File: src/lspc_pkg.sv
package lspc_pkg;

	localparam int LSPC_ADDR_W = 5;
	localparam int LSPC_DATA_W = 8;

	// Register offsets.
	localparam logic [4:0] LSPC_OFS_SYS_CTRL    = 5'h00;
	localparam logic [4:0] LSPC_OFS_LAMP_CTRL   = 5'h02;
	localparam logic [4:0] LSPC_OFS_LAMP_FAULT  = 5'h04;
	localparam logic [4:0] LSPC_OFS_EVENT_FLAGS = 5'h06;
	localparam logic [4:0] LSPC_OFS_EVENT_MASK  = 5'h07;
	localparam logic [4:0] LSPC_OFS_SYS_STATUS  = 5'h0C;

	// system_control fields.
	localparam int LSPC_SC_STOP      = 0;
	localparam int LSPC_SC_SLEEP     = 1;
	localparam int LSPC_SC_SLEW_LO   = 2;
	localparam int LSPC_SC_SLEW_HI   = 3;
	localparam int LSPC_SC_OT_UPPER  = 4;
	localparam int LSPC_SC_OT_LOWER  = 5;
	localparam int LSPC_SC_VSD       = 6;
	localparam int LSPC_SC_PSE       = 7;

	// lamp_output_control fields.
	localparam int LSPC_LC_FORCE_LO  = 0;
	localparam int LSPC_LC_PWM_LO    = 3;
	localparam int LSPC_LC_AUX_ON    = 6;

	// lamp_output_fault_status fields.
	localparam int LSPC_LF_OC_LO     = 0;
	localparam int LSPC_LF_AUX_OC    = 7;

	// Event flag and mask fields.
	localparam int LSPC_EV_LOW_V     = 0;
	localparam int LSPC_EV_HIGH_V    = 1;
	localparam int LSPC_EV_OT_WARN   = 2;

	// system_status fields.
	localparam int LSPC_SS_LIN_CL    = 0;
	localparam int LSPC_SS_OT_WARN   = 1;
	localparam int LSPC_SS_SUP_FAULT = 2;
	localparam int LSPC_SS_AUX_FAIL  = 3;
	localparam int LSPC_SS_LAMP_FAIL = 4;

	localparam logic [7:0] LSPC_RST_BYTE = 8'h00;

	// Slew select codes.
	localparam logic [1:0] LSPC_SLEW_INIT_20K = 2'h0;
	localparam logic [1:0] LSPC_SLEW_FAST_8X  = 2'h1;
	localparam logic [1:0] LSPC_SLEW_SLOW_10K = 2'h2;
	localparam logic [1:0] LSPC_SLEW_FAST_4X  = 2'h3;

	// Timing.
	localparam int LSPC_CLK_PERIOD_NS   = 100;
	localparam int LSPC_LIN_CL_TIME_US  = 100;
	localparam int LSPC_LIN_CL_CYCLES   = (LSPC_LIN_CL_TIME_US * 1000) / LSPC_CLK_PERIOD_NS;
	localparam int LSPC_SYNC_IN_W       = 10;

endpackage : lspc_pkg

File: src/lspc_ctrl.sv
`timescale 1ns/1ps

// Behaviour
// - Low or high voltage flag with shutdown enabled turns lamp switches off.
// - Write one clears voltage flags, ignored while the condition is still present.
// - Over-temperature warning sets a flag; interrupt only when its mask bit is set.
// - Warning flag with upper disable clear stops lamps and bridge upper FETs.
// - Warning flag with lower disable clear stops bridge lower FETs.
// - Write one clears warning flag, ignored while over-temperature persists.
// - With first-threshold shutdown disabled, reset threshold kills every power stage.
// - Lamp over-current switches that output off and sets its fault flag.
// - While limiting after a trip, each PWM rising edge re-enables the driver.
// - While limiting, on-time depends only on rising edges and trips, not duty.
// - Aux supply on only with power stage enable and aux on both set.
// - Voltage flags never affect the aux supply output.
// - Aux over-current limits current and sets aux fault flag, no shutdown.
// - Force-on bit turns its lamp on until an over-current trip; reset clears.
// - Follow bit makes the lamp track the PWM level; reset clears.
// - Lamp fault flags at bits 0-2, write one clears, zero ignored.
// - Aux fault flag at bit 7, write one clears, zero ignored.
// - Power stage enable low keeps all gated stages off; reset clears it.
// - Stop or sleep taken only with bits 7-2 zero; reset or interrupt clears.
// - Two-bit slew field selects 20k, 8x, 10k or 4x; resets to 00.
// - LIN current limit status tracks limiting; transmitter cut after a timeout.
// - Supply fault status is OR of voltage flags; status mirrors warning flag.
// - Force plus follow runs inrush limiting: flag set, output kept on.
module lspc_ctrl
	import lspc_pkg::*;
#(
	parameter int LIN_CL_CYCLES = LSPC_LIN_CL_CYCLES
) (
	input  wire logic                   ref_clk,
	input  wire logic                   arst_n,
	input  wire logic [LSPC_ADDR_W-1:0] reg_addr,
	input  wire logic [LSPC_DATA_W-1:0] reg_wdata,
	input  wire logic                   reg_wr,
	input  wire logic                   reg_rd,
	output logic      [LSPC_DATA_W-1:0] reg_rdata,
	input  wire logic                   pwm_in,
	input  wire logic                   low_voltage_det,
	input  wire logic                   high_voltage_det,
	input  wire logic                   overtemp_warn_det,
	input  wire logic                   overtemp_reset_det,
	input  wire logic [2:0]             lamp_oc_det,
	input  wire logic                   aux_oc_det,
	input  wire logic                   lin_cl_det,
	input  wire logic                   cpu_irq_req,
	output logic      [2:0]             lamp_switch_en,
	output logic                        bridge_upper_en,
	output logic                        bridge_lower_en,
	output logic                        aux_supply_en,
	output logic                        aux_current_limit,
	output logic                        h0_en,
	output logic                        lin_tx_en,
	output logic                        current_source_en,
	output logic      [1:0]             lin_slew_sel,
	output logic                        stop_req,
	output logic                        sleep_req,
	output logic                        overtemp_irq
);

	// Input synchronisers: three stages, a change is accepted once stages two and three agree.
	logic [LSPC_SYNC_IN_W-1:0] async_in;
	logic [LSPC_SYNC_IN_W-1:0] sync1_reg;
	logic [LSPC_SYNC_IN_W-1:0] sync2_reg;
	logic [LSPC_SYNC_IN_W-1:0] sync3_reg;
	logic [LSPC_SYNC_IN_W-1:0] filt_reg;

	assign async_in = {pwm_in, lin_cl_det, aux_oc_det, lamp_oc_det, overtemp_reset_det,
		overtemp_warn_det, high_voltage_det, low_voltage_det};

	always_ff @(posedge ref_clk or negedge arst_n) begin
		if (!arst_n) begin
			sync1_reg <= '0;
			sync2_reg <= '0;
			sync3_reg <= '0;
			filt_reg  <= '0;
		end else begin
			sync1_reg <= async_in;
			sync2_reg <= sync1_reg;
			sync3_reg <= sync2_reg;
			filt_reg  <= (sync2_reg & sync3_reg) | (filt_reg & (sync2_reg | sync3_reg));
		end
	end

	logic       lv_s;
	logic       hv_s;
	logic       otw_s;
	logic       otr_s;
	logic [2:0] loc_s;
	logic       aoc_s;
	logic       lcl_s;
	logic       pwm_s;
	logic       pwm_d_reg;
	logic       pwm_rise;

	assign {pwm_s, lcl_s, aoc_s, loc_s, otr_s, otw_s, hv_s, lv_s} = filt_reg;
	assign pwm_rise = pwm_s & ~pwm_d_reg;

	always_ff @(posedge ref_clk or negedge arst_n) begin
		if (!arst_n) begin
			pwm_d_reg <= 1'b0;
		end else begin
			pwm_d_reg <= pwm_s;
		end
	end

	// Register strobes.
	logic wr_sys;
	logic wr_lamp;
	logic wr_fault;
	logic wr_ev;
	logic wr_mask;

	assign wr_sys   = reg_wr && (reg_addr == LSPC_OFS_SYS_CTRL);
	assign wr_lamp  = reg_wr && (reg_addr == LSPC_OFS_LAMP_CTRL);
	assign wr_fault = reg_wr && (reg_addr == LSPC_OFS_LAMP_FAULT);
	assign wr_ev    = reg_wr && (reg_addr == LSPC_OFS_EVENT_FLAGS);
	assign wr_mask  = reg_wr && (reg_addr == LSPC_OFS_EVENT_MASK);

	// system_control.
	logic [7:0] sys_ctrl_reg;
	logic       cmd_ok;
	logic       pse;
	logic       vsd;
	logic       ot_dis_up;
	logic       ot_dis_lo;

	assign cmd_ok    = (reg_wdata[7:2] == 6'h00);
	assign pse       = sys_ctrl_reg[LSPC_SC_PSE];
	assign vsd       = sys_ctrl_reg[LSPC_SC_VSD];
	assign ot_dis_up = sys_ctrl_reg[LSPC_SC_OT_UPPER];
	assign ot_dis_lo = sys_ctrl_reg[LSPC_SC_OT_LOWER];

	// A pending interrupt request aborts a command written in the same cycle; the stop and sleep bits stay clear.
	always_ff @(posedge ref_clk or negedge arst_n) begin
		if (!arst_n) begin
			sys_ctrl_reg <= LSPC_RST_BYTE;
		end else begin
			if (wr_sys) begin
				sys_ctrl_reg[7:2] <= reg_wdata[7:2];
			end
			if (cpu_irq_req) begin
				sys_ctrl_reg[1:0] <= 2'b00;
			end else if (wr_sys) begin
				sys_ctrl_reg[1:0] <= cmd_ok ? reg_wdata[1:0] : 2'b00;
			end
		end
	end

	// lamp_output_control.
	logic [7:0] lamp_ctrl_reg;
	logic [2:0] force_on;
	logic [2:0] follow_pwm;
	logic       aux_on;

	assign force_on   = lamp_ctrl_reg[LSPC_LC_FORCE_LO +: 3];
	assign follow_pwm = lamp_ctrl_reg[LSPC_LC_PWM_LO +: 3];
	assign aux_on     = lamp_ctrl_reg[LSPC_LC_AUX_ON];

	always_ff @(posedge ref_clk or negedge arst_n) begin
		if (!arst_n) begin
			lamp_ctrl_reg <= LSPC_RST_BYTE;
		end else if (wr_lamp) begin
			lamp_ctrl_reg <= {1'b0, reg_wdata[6:0]};
		end
	end

	// Fault flags: hardware set wins over a write-one clear.
	logic [2:0] lamp_oc_flag_reg;
	logic       aux_oc_flag_reg;
	logic       lv_flag_reg;
	logic       hv_flag_reg;
	logic       ot_flag_reg;
	logic       ot_mask_reg;

	always_ff @(posedge ref_clk or negedge arst_n) begin
		if (!arst_n) begin
			lamp_oc_flag_reg <= 3'b000;
			aux_oc_flag_reg  <= 1'b0;
		end else begin
			lamp_oc_flag_reg <= (lamp_oc_flag_reg & ~({3{wr_fault}} & reg_wdata[LSPC_LF_OC_LO +: 3]))
				| (loc_s & (force_on | follow_pwm));
			aux_oc_flag_reg  <= (aux_oc_flag_reg & ~(wr_fault & reg_wdata[LSPC_LF_AUX_OC]))
				| aoc_s;
		end
	end

	always_ff @(posedge ref_clk or negedge arst_n) begin
		if (!arst_n) begin
			lv_flag_reg <= 1'b0;
			hv_flag_reg <= 1'b0;
			ot_flag_reg <= 1'b0;
		end else begin
			// Clears are masked while the condition persists; the condition also re-sets the flag.
			lv_flag_reg <= (lv_flag_reg & ~(wr_ev & reg_wdata[LSPC_EV_LOW_V] & ~lv_s)) | lv_s;
			hv_flag_reg <= (hv_flag_reg & ~(wr_ev & reg_wdata[LSPC_EV_HIGH_V] & ~hv_s)) | hv_s;
			ot_flag_reg <= (ot_flag_reg & ~(wr_ev & reg_wdata[LSPC_EV_OT_WARN] & ~otw_s)) | otw_s;
		end
	end

	always_ff @(posedge ref_clk or negedge arst_n) begin
		if (!arst_n) begin
			ot_mask_reg <= 1'b0;
		end else if (wr_mask) begin
			ot_mask_reg <= reg_wdata[LSPC_EV_OT_WARN];
		end
	end

	// Protection gates.
	logic volt_kill;
	logic ot_up_kill;
	logic ot_lo_kill;
	logic all_kill;

	assign volt_kill  = (lv_flag_reg | hv_flag_reg) & ~vsd;
	assign ot_up_kill = ot_flag_reg & ~ot_dis_up;
	assign ot_lo_kill = ot_flag_reg & ~ot_dis_lo;
	assign all_kill   = otr_s & ot_dis_up;

	// Per-lamp drive. A trip in follow mode enters limiting, where the output is re-armed by each
	// rising PWM edge and stays on until the next trip whatever the duty; limiting ends when
	// software clears the fault flag.
	logic [2:0] limiting_reg;
	logic [2:0] tripped_reg;
	logic [2:0] lamp_on;

	always_ff @(posedge ref_clk or negedge arst_n) begin
		if (!arst_n) begin
			limiting_reg <= 3'b000;
			tripped_reg  <= 3'b000;
		end else begin
			for (int i = 0; i < 3; i++) begin
				if (!(follow_pwm[i] && !force_on[i]) || !lamp_oc_flag_reg[i] && !loc_s[i]) begin
					limiting_reg[i] <= 1'b0;
					tripped_reg[i]  <= 1'b0;
				end else if (loc_s[i]) begin
					limiting_reg[i] <= 1'b1;
					tripped_reg[i]  <= 1'b1;
				end else if (pwm_rise) begin
					tripped_reg[i]  <= 1'b0;
				end
			end
		end
	end

	always_comb begin
		for (int i = 0; i < 3; i++) begin
			unique case ({follow_pwm[i], force_on[i]})
				2'b00: lamp_on[i] = 1'b0;
				2'b01: lamp_on[i] = ~lamp_oc_flag_reg[i] & ~loc_s[i];
				2'b10: lamp_on[i] = limiting_reg[i] ? ~tripped_reg[i] & ~loc_s[i]
					: pwm_s & ~loc_s[i];
				2'b11: lamp_on[i] = 1'b1;
			endcase
		end
	end

	// LIN transmitter cut-off after a long stay in current limitation.
	logic [$clog2(LIN_CL_CYCLES+1)-1:0] lin_cl_cnt_reg;
	logic                               lin_off_reg;

	always_ff @(posedge ref_clk or negedge arst_n) begin
		if (!arst_n) begin
			lin_cl_cnt_reg <= '0;
			lin_off_reg    <= 1'b0;
		end else if (!lcl_s) begin
			lin_cl_cnt_reg <= '0;
			lin_off_reg    <= 1'b0;
		end else if (lin_cl_cnt_reg == LIN_CL_CYCLES[$clog2(LIN_CL_CYCLES+1)-1:0] - 1'b1) begin
			lin_off_reg    <= 1'b1;
		end else begin
			lin_cl_cnt_reg <= lin_cl_cnt_reg + 1'b1;
		end
	end

	// Registered outputs.
	always_ff @(posedge ref_clk or negedge arst_n) begin
		if (!arst_n) begin
			lamp_switch_en    <= 3'b000;
			bridge_upper_en   <= 1'b0;
			bridge_lower_en   <= 1'b0;
			aux_supply_en     <= 1'b0;
			aux_current_limit <= 1'b0;
			h0_en             <= 1'b0;
			lin_tx_en         <= 1'b0;
			current_source_en <= 1'b0;
			overtemp_irq      <= 1'b0;
		end else begin
			lamp_switch_en    <= lamp_on & {3{pse & ~volt_kill & ~ot_up_kill & ~all_kill}};
			bridge_upper_en   <= pse & ~ot_up_kill & ~all_kill;
			bridge_lower_en   <= pse & ~ot_lo_kill & ~all_kill;
			aux_supply_en     <= pse & aux_on & ~all_kill;
			aux_current_limit <= aoc_s & pse & aux_on;
			h0_en             <= pse & ~all_kill;
			lin_tx_en         <= pse & ~lin_off_reg & ~all_kill;
			current_source_en <= pse & ~all_kill;
			overtemp_irq      <= ot_flag_reg & ot_mask_reg;
		end
	end

	assign lin_slew_sel = sys_ctrl_reg[LSPC_SC_SLEW_HI:LSPC_SC_SLEW_LO];
	assign stop_req     = sys_ctrl_reg[LSPC_SC_STOP];
	assign sleep_req    = sys_ctrl_reg[LSPC_SC_SLEEP];

	// Read path: data one cycle after the strobe, zero for unmapped offsets.
	logic [7:0] sys_status;
	logic [7:0] rd_mux;

	always_comb begin
		sys_status = 8'h00;
		sys_status[LSPC_SS_LIN_CL]    = lcl_s;
		sys_status[LSPC_SS_OT_WARN]   = ot_flag_reg;
		sys_status[LSPC_SS_SUP_FAULT] = lv_flag_reg | hv_flag_reg;
		sys_status[LSPC_SS_AUX_FAIL]  = aux_oc_flag_reg;
		sys_status[LSPC_SS_LAMP_FAIL] = |lamp_oc_flag_reg;
		unique case (reg_addr)
			LSPC_OFS_SYS_CTRL:    rd_mux = sys_ctrl_reg;
			LSPC_OFS_LAMP_CTRL:   rd_mux = lamp_ctrl_reg;
			LSPC_OFS_LAMP_FAULT:  rd_mux = {aux_oc_flag_reg, 4'h0, lamp_oc_flag_reg};
			LSPC_OFS_EVENT_FLAGS: rd_mux = {5'h00, ot_flag_reg, hv_flag_reg, lv_flag_reg};
			LSPC_OFS_EVENT_MASK:  rd_mux = {5'h00, ot_mask_reg, 2'b00};
			LSPC_OFS_SYS_STATUS:  rd_mux = sys_status;
			default:              rd_mux = 8'h00;
		endcase
	end

	always_ff @(posedge ref_clk or negedge arst_n) begin
		if (!arst_n) begin
			reg_rdata <= 8'h00;
		end else if (reg_rd) begin
			reg_rdata <= rd_mux;
		end
	end
endmodule : lspc_ctrl

File: config.mk
export PLATFORM = sky130hd
export DESIGN_NAME = lspc_ctrl
export DESIGN_NICKNAME = d
export VERILOG_FILES = /design/src/lspc_pkg.sv /design/src/lspc_ctrl.sv
export SDC_FILE = /design/constraint.sdc
export NUM_CORES = 1
export LEC_CHECK = 0
export BUFFER_PORTS_ARGS = -buffer_cell sky130_fd_sc_hd__buf_2
export CORE_ASPECT_RATIO = 0.7
export CORE_MARGIN = 2
export CORE_UTILIZATION = 40
export DETAILED_ROUTE_END_ITERATION = 12
export PLACE_DENSITY = 0.58
export SLEW_MARGIN = 10
export SYNTH_ARGS = -nofsm -noshare
export SYNTH_HDL_FRONTEND = slang
export SYNTH_SLANG_ARGS = --single-unit
File: constraint.sdc
create_clock -name ref_clk -period 3.21 [get_ports ref_clk]
set_clock_uncertainty 0.2 [all_clocks]
set_input_delay 0 -clock ref_clk [delete_from_list [all_inputs] [get_ports ref_clk]]
set_output_delay 0 -clock ref_clk [all_outputs]
set_load 0.1 [all_outputs]
==> run_results.csv <==
group,metric,value,unit
status,status,"finished, violations left",
status,violations,"hold timing",
place,routabilityCongestion,0.820,
synthesis,async_flop_share,1.00,
setup_path,timing.rr.end,"reg_rdata[2]$_DFFE_PN0P_",
clocking,cts_max_path_buffers,2,
setup_path,worstSetupEndpointType,"register",
place,placed_cells,488,
grt,grt_pass1_vias,2570,
cells_and_area,fin_cells,534,
drt,wl,8.46,mm
clocking,cts_tree,"done",
drt,drtPass1Iterations,4,
floorplanning,row_count,30,
synthesis,ys_ff_latch,99,
setup_path,critPathMaxFanout,13,
setup_path,cp-start-kind,"input port",
grt,grt_max_degree,90,
synthesis,synth-simple-area-share,0.128,
drt,routed_via_density,5.02,
synthesis,synth_flop_cell,"dfrtp_1",
clocking,htreeDepth,3,
floorplanning,start_util,0.413,
hold_path,holdCritPathClass,"input port to async pin",
synthesis,synth_top_family_by_area,"simple AND/OR/NAND/NOR gates",
floorplanning,die_y,88.0,um
cells_and_area,area_growth,23.6,%
synthesis,syn_area_per_cell,12.6,um^2
timing,finalSetupViolations,0,
timing,relSlewSlack,0.573,
cells_and_area,antenna_cells,0,
cells_and_area,layout_commonest_cell,"dfrtp_1",
cells_and_area,final_net_count,439,
timing,setup-tns-final,0,ps
drt,first_iter_violations,210,
synthesis,yosysSeqAreaShare,0.615,
place,dpl_cell_area,4360,um^2
pwr,p_per_area,612,nW/um^2
pwr,leakage,2.30,nW
synthesis,synth_edf_count,0,
timing,period_share,0.696,
floorplanning,io_pins,51,
grt,grt_overflow_total,0,
synthesis,ys_warn_count,0,
timing,min_period,2230,ps
setup_path,cp_data_arrival_time,2320,ps
floorplanning,die_w,124,um
synthesis,synth_adder_area_share,0.0559,
grt,grt_pass1_wl,13.7,mm
drt,wl_per_cell,15.8,um
drt,ant_nets,0,
clocking,clk_latency,350,ps
timing,rsz0062_at_grt,"no",
grt,antenna_found_initial,0,
cells_and_area,final_cell_mix,"dfrtp_1 (99), buf_2 (49), dlygate4sd3_1 (29), inv_1 (18), nor2_1 (18)",
clocking,root_buffer,"clkbuf_16",
floorplanning,fp.coreArea,9760,um^2
timing,whs,-8.30,ps
timing,fmaxAchievable,448,MHz
synthesis,muxShareOfSynthArea,0.0500,
timing,hold_violations,4,
timing,worst_pin_slew,633,ps
clocking,cts_sinks,99,
cells_and_area,final_cell_area,4980,um^2
synthesis,yosysUniqueCellTypes,49,
synthesis,synthesis.nets,358,
drt,vias,2683,
setup_path,ff2ff_setup_slack,1110,ps
pwr,peakVddDrop,0.282,mV
timing,slew_violations,0,
synthesis,synth_cells,320,
setup_path,rr_worst_depth,5,
job,max_cap_viol_count,0,
synthesis,syn_area,4030,um^2
clocking,numCtsBuffers,9,
pwr,p_total,3.05,mW
place,port_buffers,50,
drt,drc_errors,0,
setup_path,critPathKind,"input port to register",
setup_path,crit_required,3290,ps
grt,grt_use_total,0.170,
clocking,cts.clk_slew.worst_paths,70,ps
place,hpwl,6.03,mm
clocking,cts_resized,0,
synthesis,synth_compound_area_frac,0.0981,
floorplanning,dieArea,10900,um^2
cells_and_area,drive_above_1_share,0.214,
setup_path,cp-startpoint,"reg_addr[3]",
setup_path,r2r-start,"ot_flag_reg$_DFF_PN0_",
synthesis,synth-xor-area-share,0.0152,
[cells by family (layout without fill, tap and decap cells)]
kind of cell               after synthesis  after routing
muxes                                   19             19
and+or+nand+nor                         91             91
DFF                                     99             99
buffers and inverters                   29            115
xor gates and xnor gates                 7              7
AOI/OAI and AO/OA                       55             55
adders and majority gates               20             20
[through the flow]
step	setup WS, ps	util	hold WS, ps
2_1_floorplan	1570	-	-496
3_3_place_gp	1480	0.447	-92.4
3_5_place_dp	1460	0.447	-90.3
4_1_cts	1010	0.508	59.8
5_1_grt	904	0.510	60.1
6_report	976	0.510	-8.30
[synthesized netlist by cell type, drive strengths merged (2+ instances only)]
library cell / count / area [um^2]
a21boi: 4 / 30.0
a21o: 4 / 30.0
a21oi: 8 / 40.0
a22o: 3 / 26.3
a31oi: 3 / 18.8
a41oi: 3 / 26.3
and2: 10 / 62.6
and3: 2 / 12.5
buf: 9 / 80.1
clkbuf: 2 / 7.51
dfrtp: 99 / 2480
ha: 10 / 125
inv: 18 / 67.6
maj3: 10 / 100
mux2: 9 / 101
mux2i: 10 / 100
nand2: 17 / 63.8
nand2b: 7 / 43.8
nand3: 11 / 55.1
nand4: 3 / 25.0
nor2: 19 / 87.6
nor2b: 6 / 37.5
nor3: 6 / 30.0
nor4: 2 / 27.5
o21a: 2 / 15.0
o21ai: 13 / 80.1
o22ai: 2 / 12.5
o2bb2ai: 6 / 52.6
o32ai: 4 / 35.0
or4: 2 / 18.8
xnor2: 4 / 35.0
xor2: 3 / 26.3
[worst max path at each step]
stage,to,slack [ps],cells after the start
after detailed placement,lin_cl_cnt_reg[1]$_DFFE_PN0P_,1460,5
after global routing,lamp_ctrl_reg[4]$_DFFE_PN0P_,900,7
after floorplan,reg_rdata[0]$_DFFE_PN0P_,1570,4
final,lamp_ctrl_reg[4]$_DFFE_PN0P_,980,7
after CTS,lamp_ctrl_reg[5]$_DFFE_PN0P_,1010,7
after global placement,aux_oc_flag_reg$_DFF_PN0_,1480,5
[area by class of cell]
| cell class | instances | area [um^2] |
|---|---|---|
| clock buffer | 9 | 225 |
| inverter | 18 | 67.6 |
| timing repair buffer | 81 | 571 |
| sequential | 99 | 2480 |
| clock inverter | 7 | 81.3 |
| fill | 873 | 4780 |
| multi-input combinational | 192 | 1400 |
| tap | 128 | 160 |
[worst max-delay path: stages]
cell and delay, ps:
dlygate4sd3_1 540, buf_2 200, or4_4 620, nor2_8 240, nand2_1 100, o21ai_2 60
dlygate4sd3_1 550
[routing by layer]
metal / up-vias / track usage / wire [um]
met5: - / 0 / 0
met2: 79 / 0.221 / 3370
met4: 0 / 0.0490 / 87
met1: 1307 / 0.271 / 4420
li1: 1288 / - / -
met3: 9 / 0.0475 / 584
[power breakdown]
| group | internal [mW] | switching (mW) |
|---|---|---|
| Combinational | 0.174 | 0.345 |
| Clock | 0.618 | 0.480 |
| Sequential | 1.35 | 0.0807 |
[what timing repair did]
action,CTS,global route
hold buffers,29,0
buffers inserted,0,0
hold endpoints to repair,129,0
Note: power is estimated with default switching activity, not from simulation.
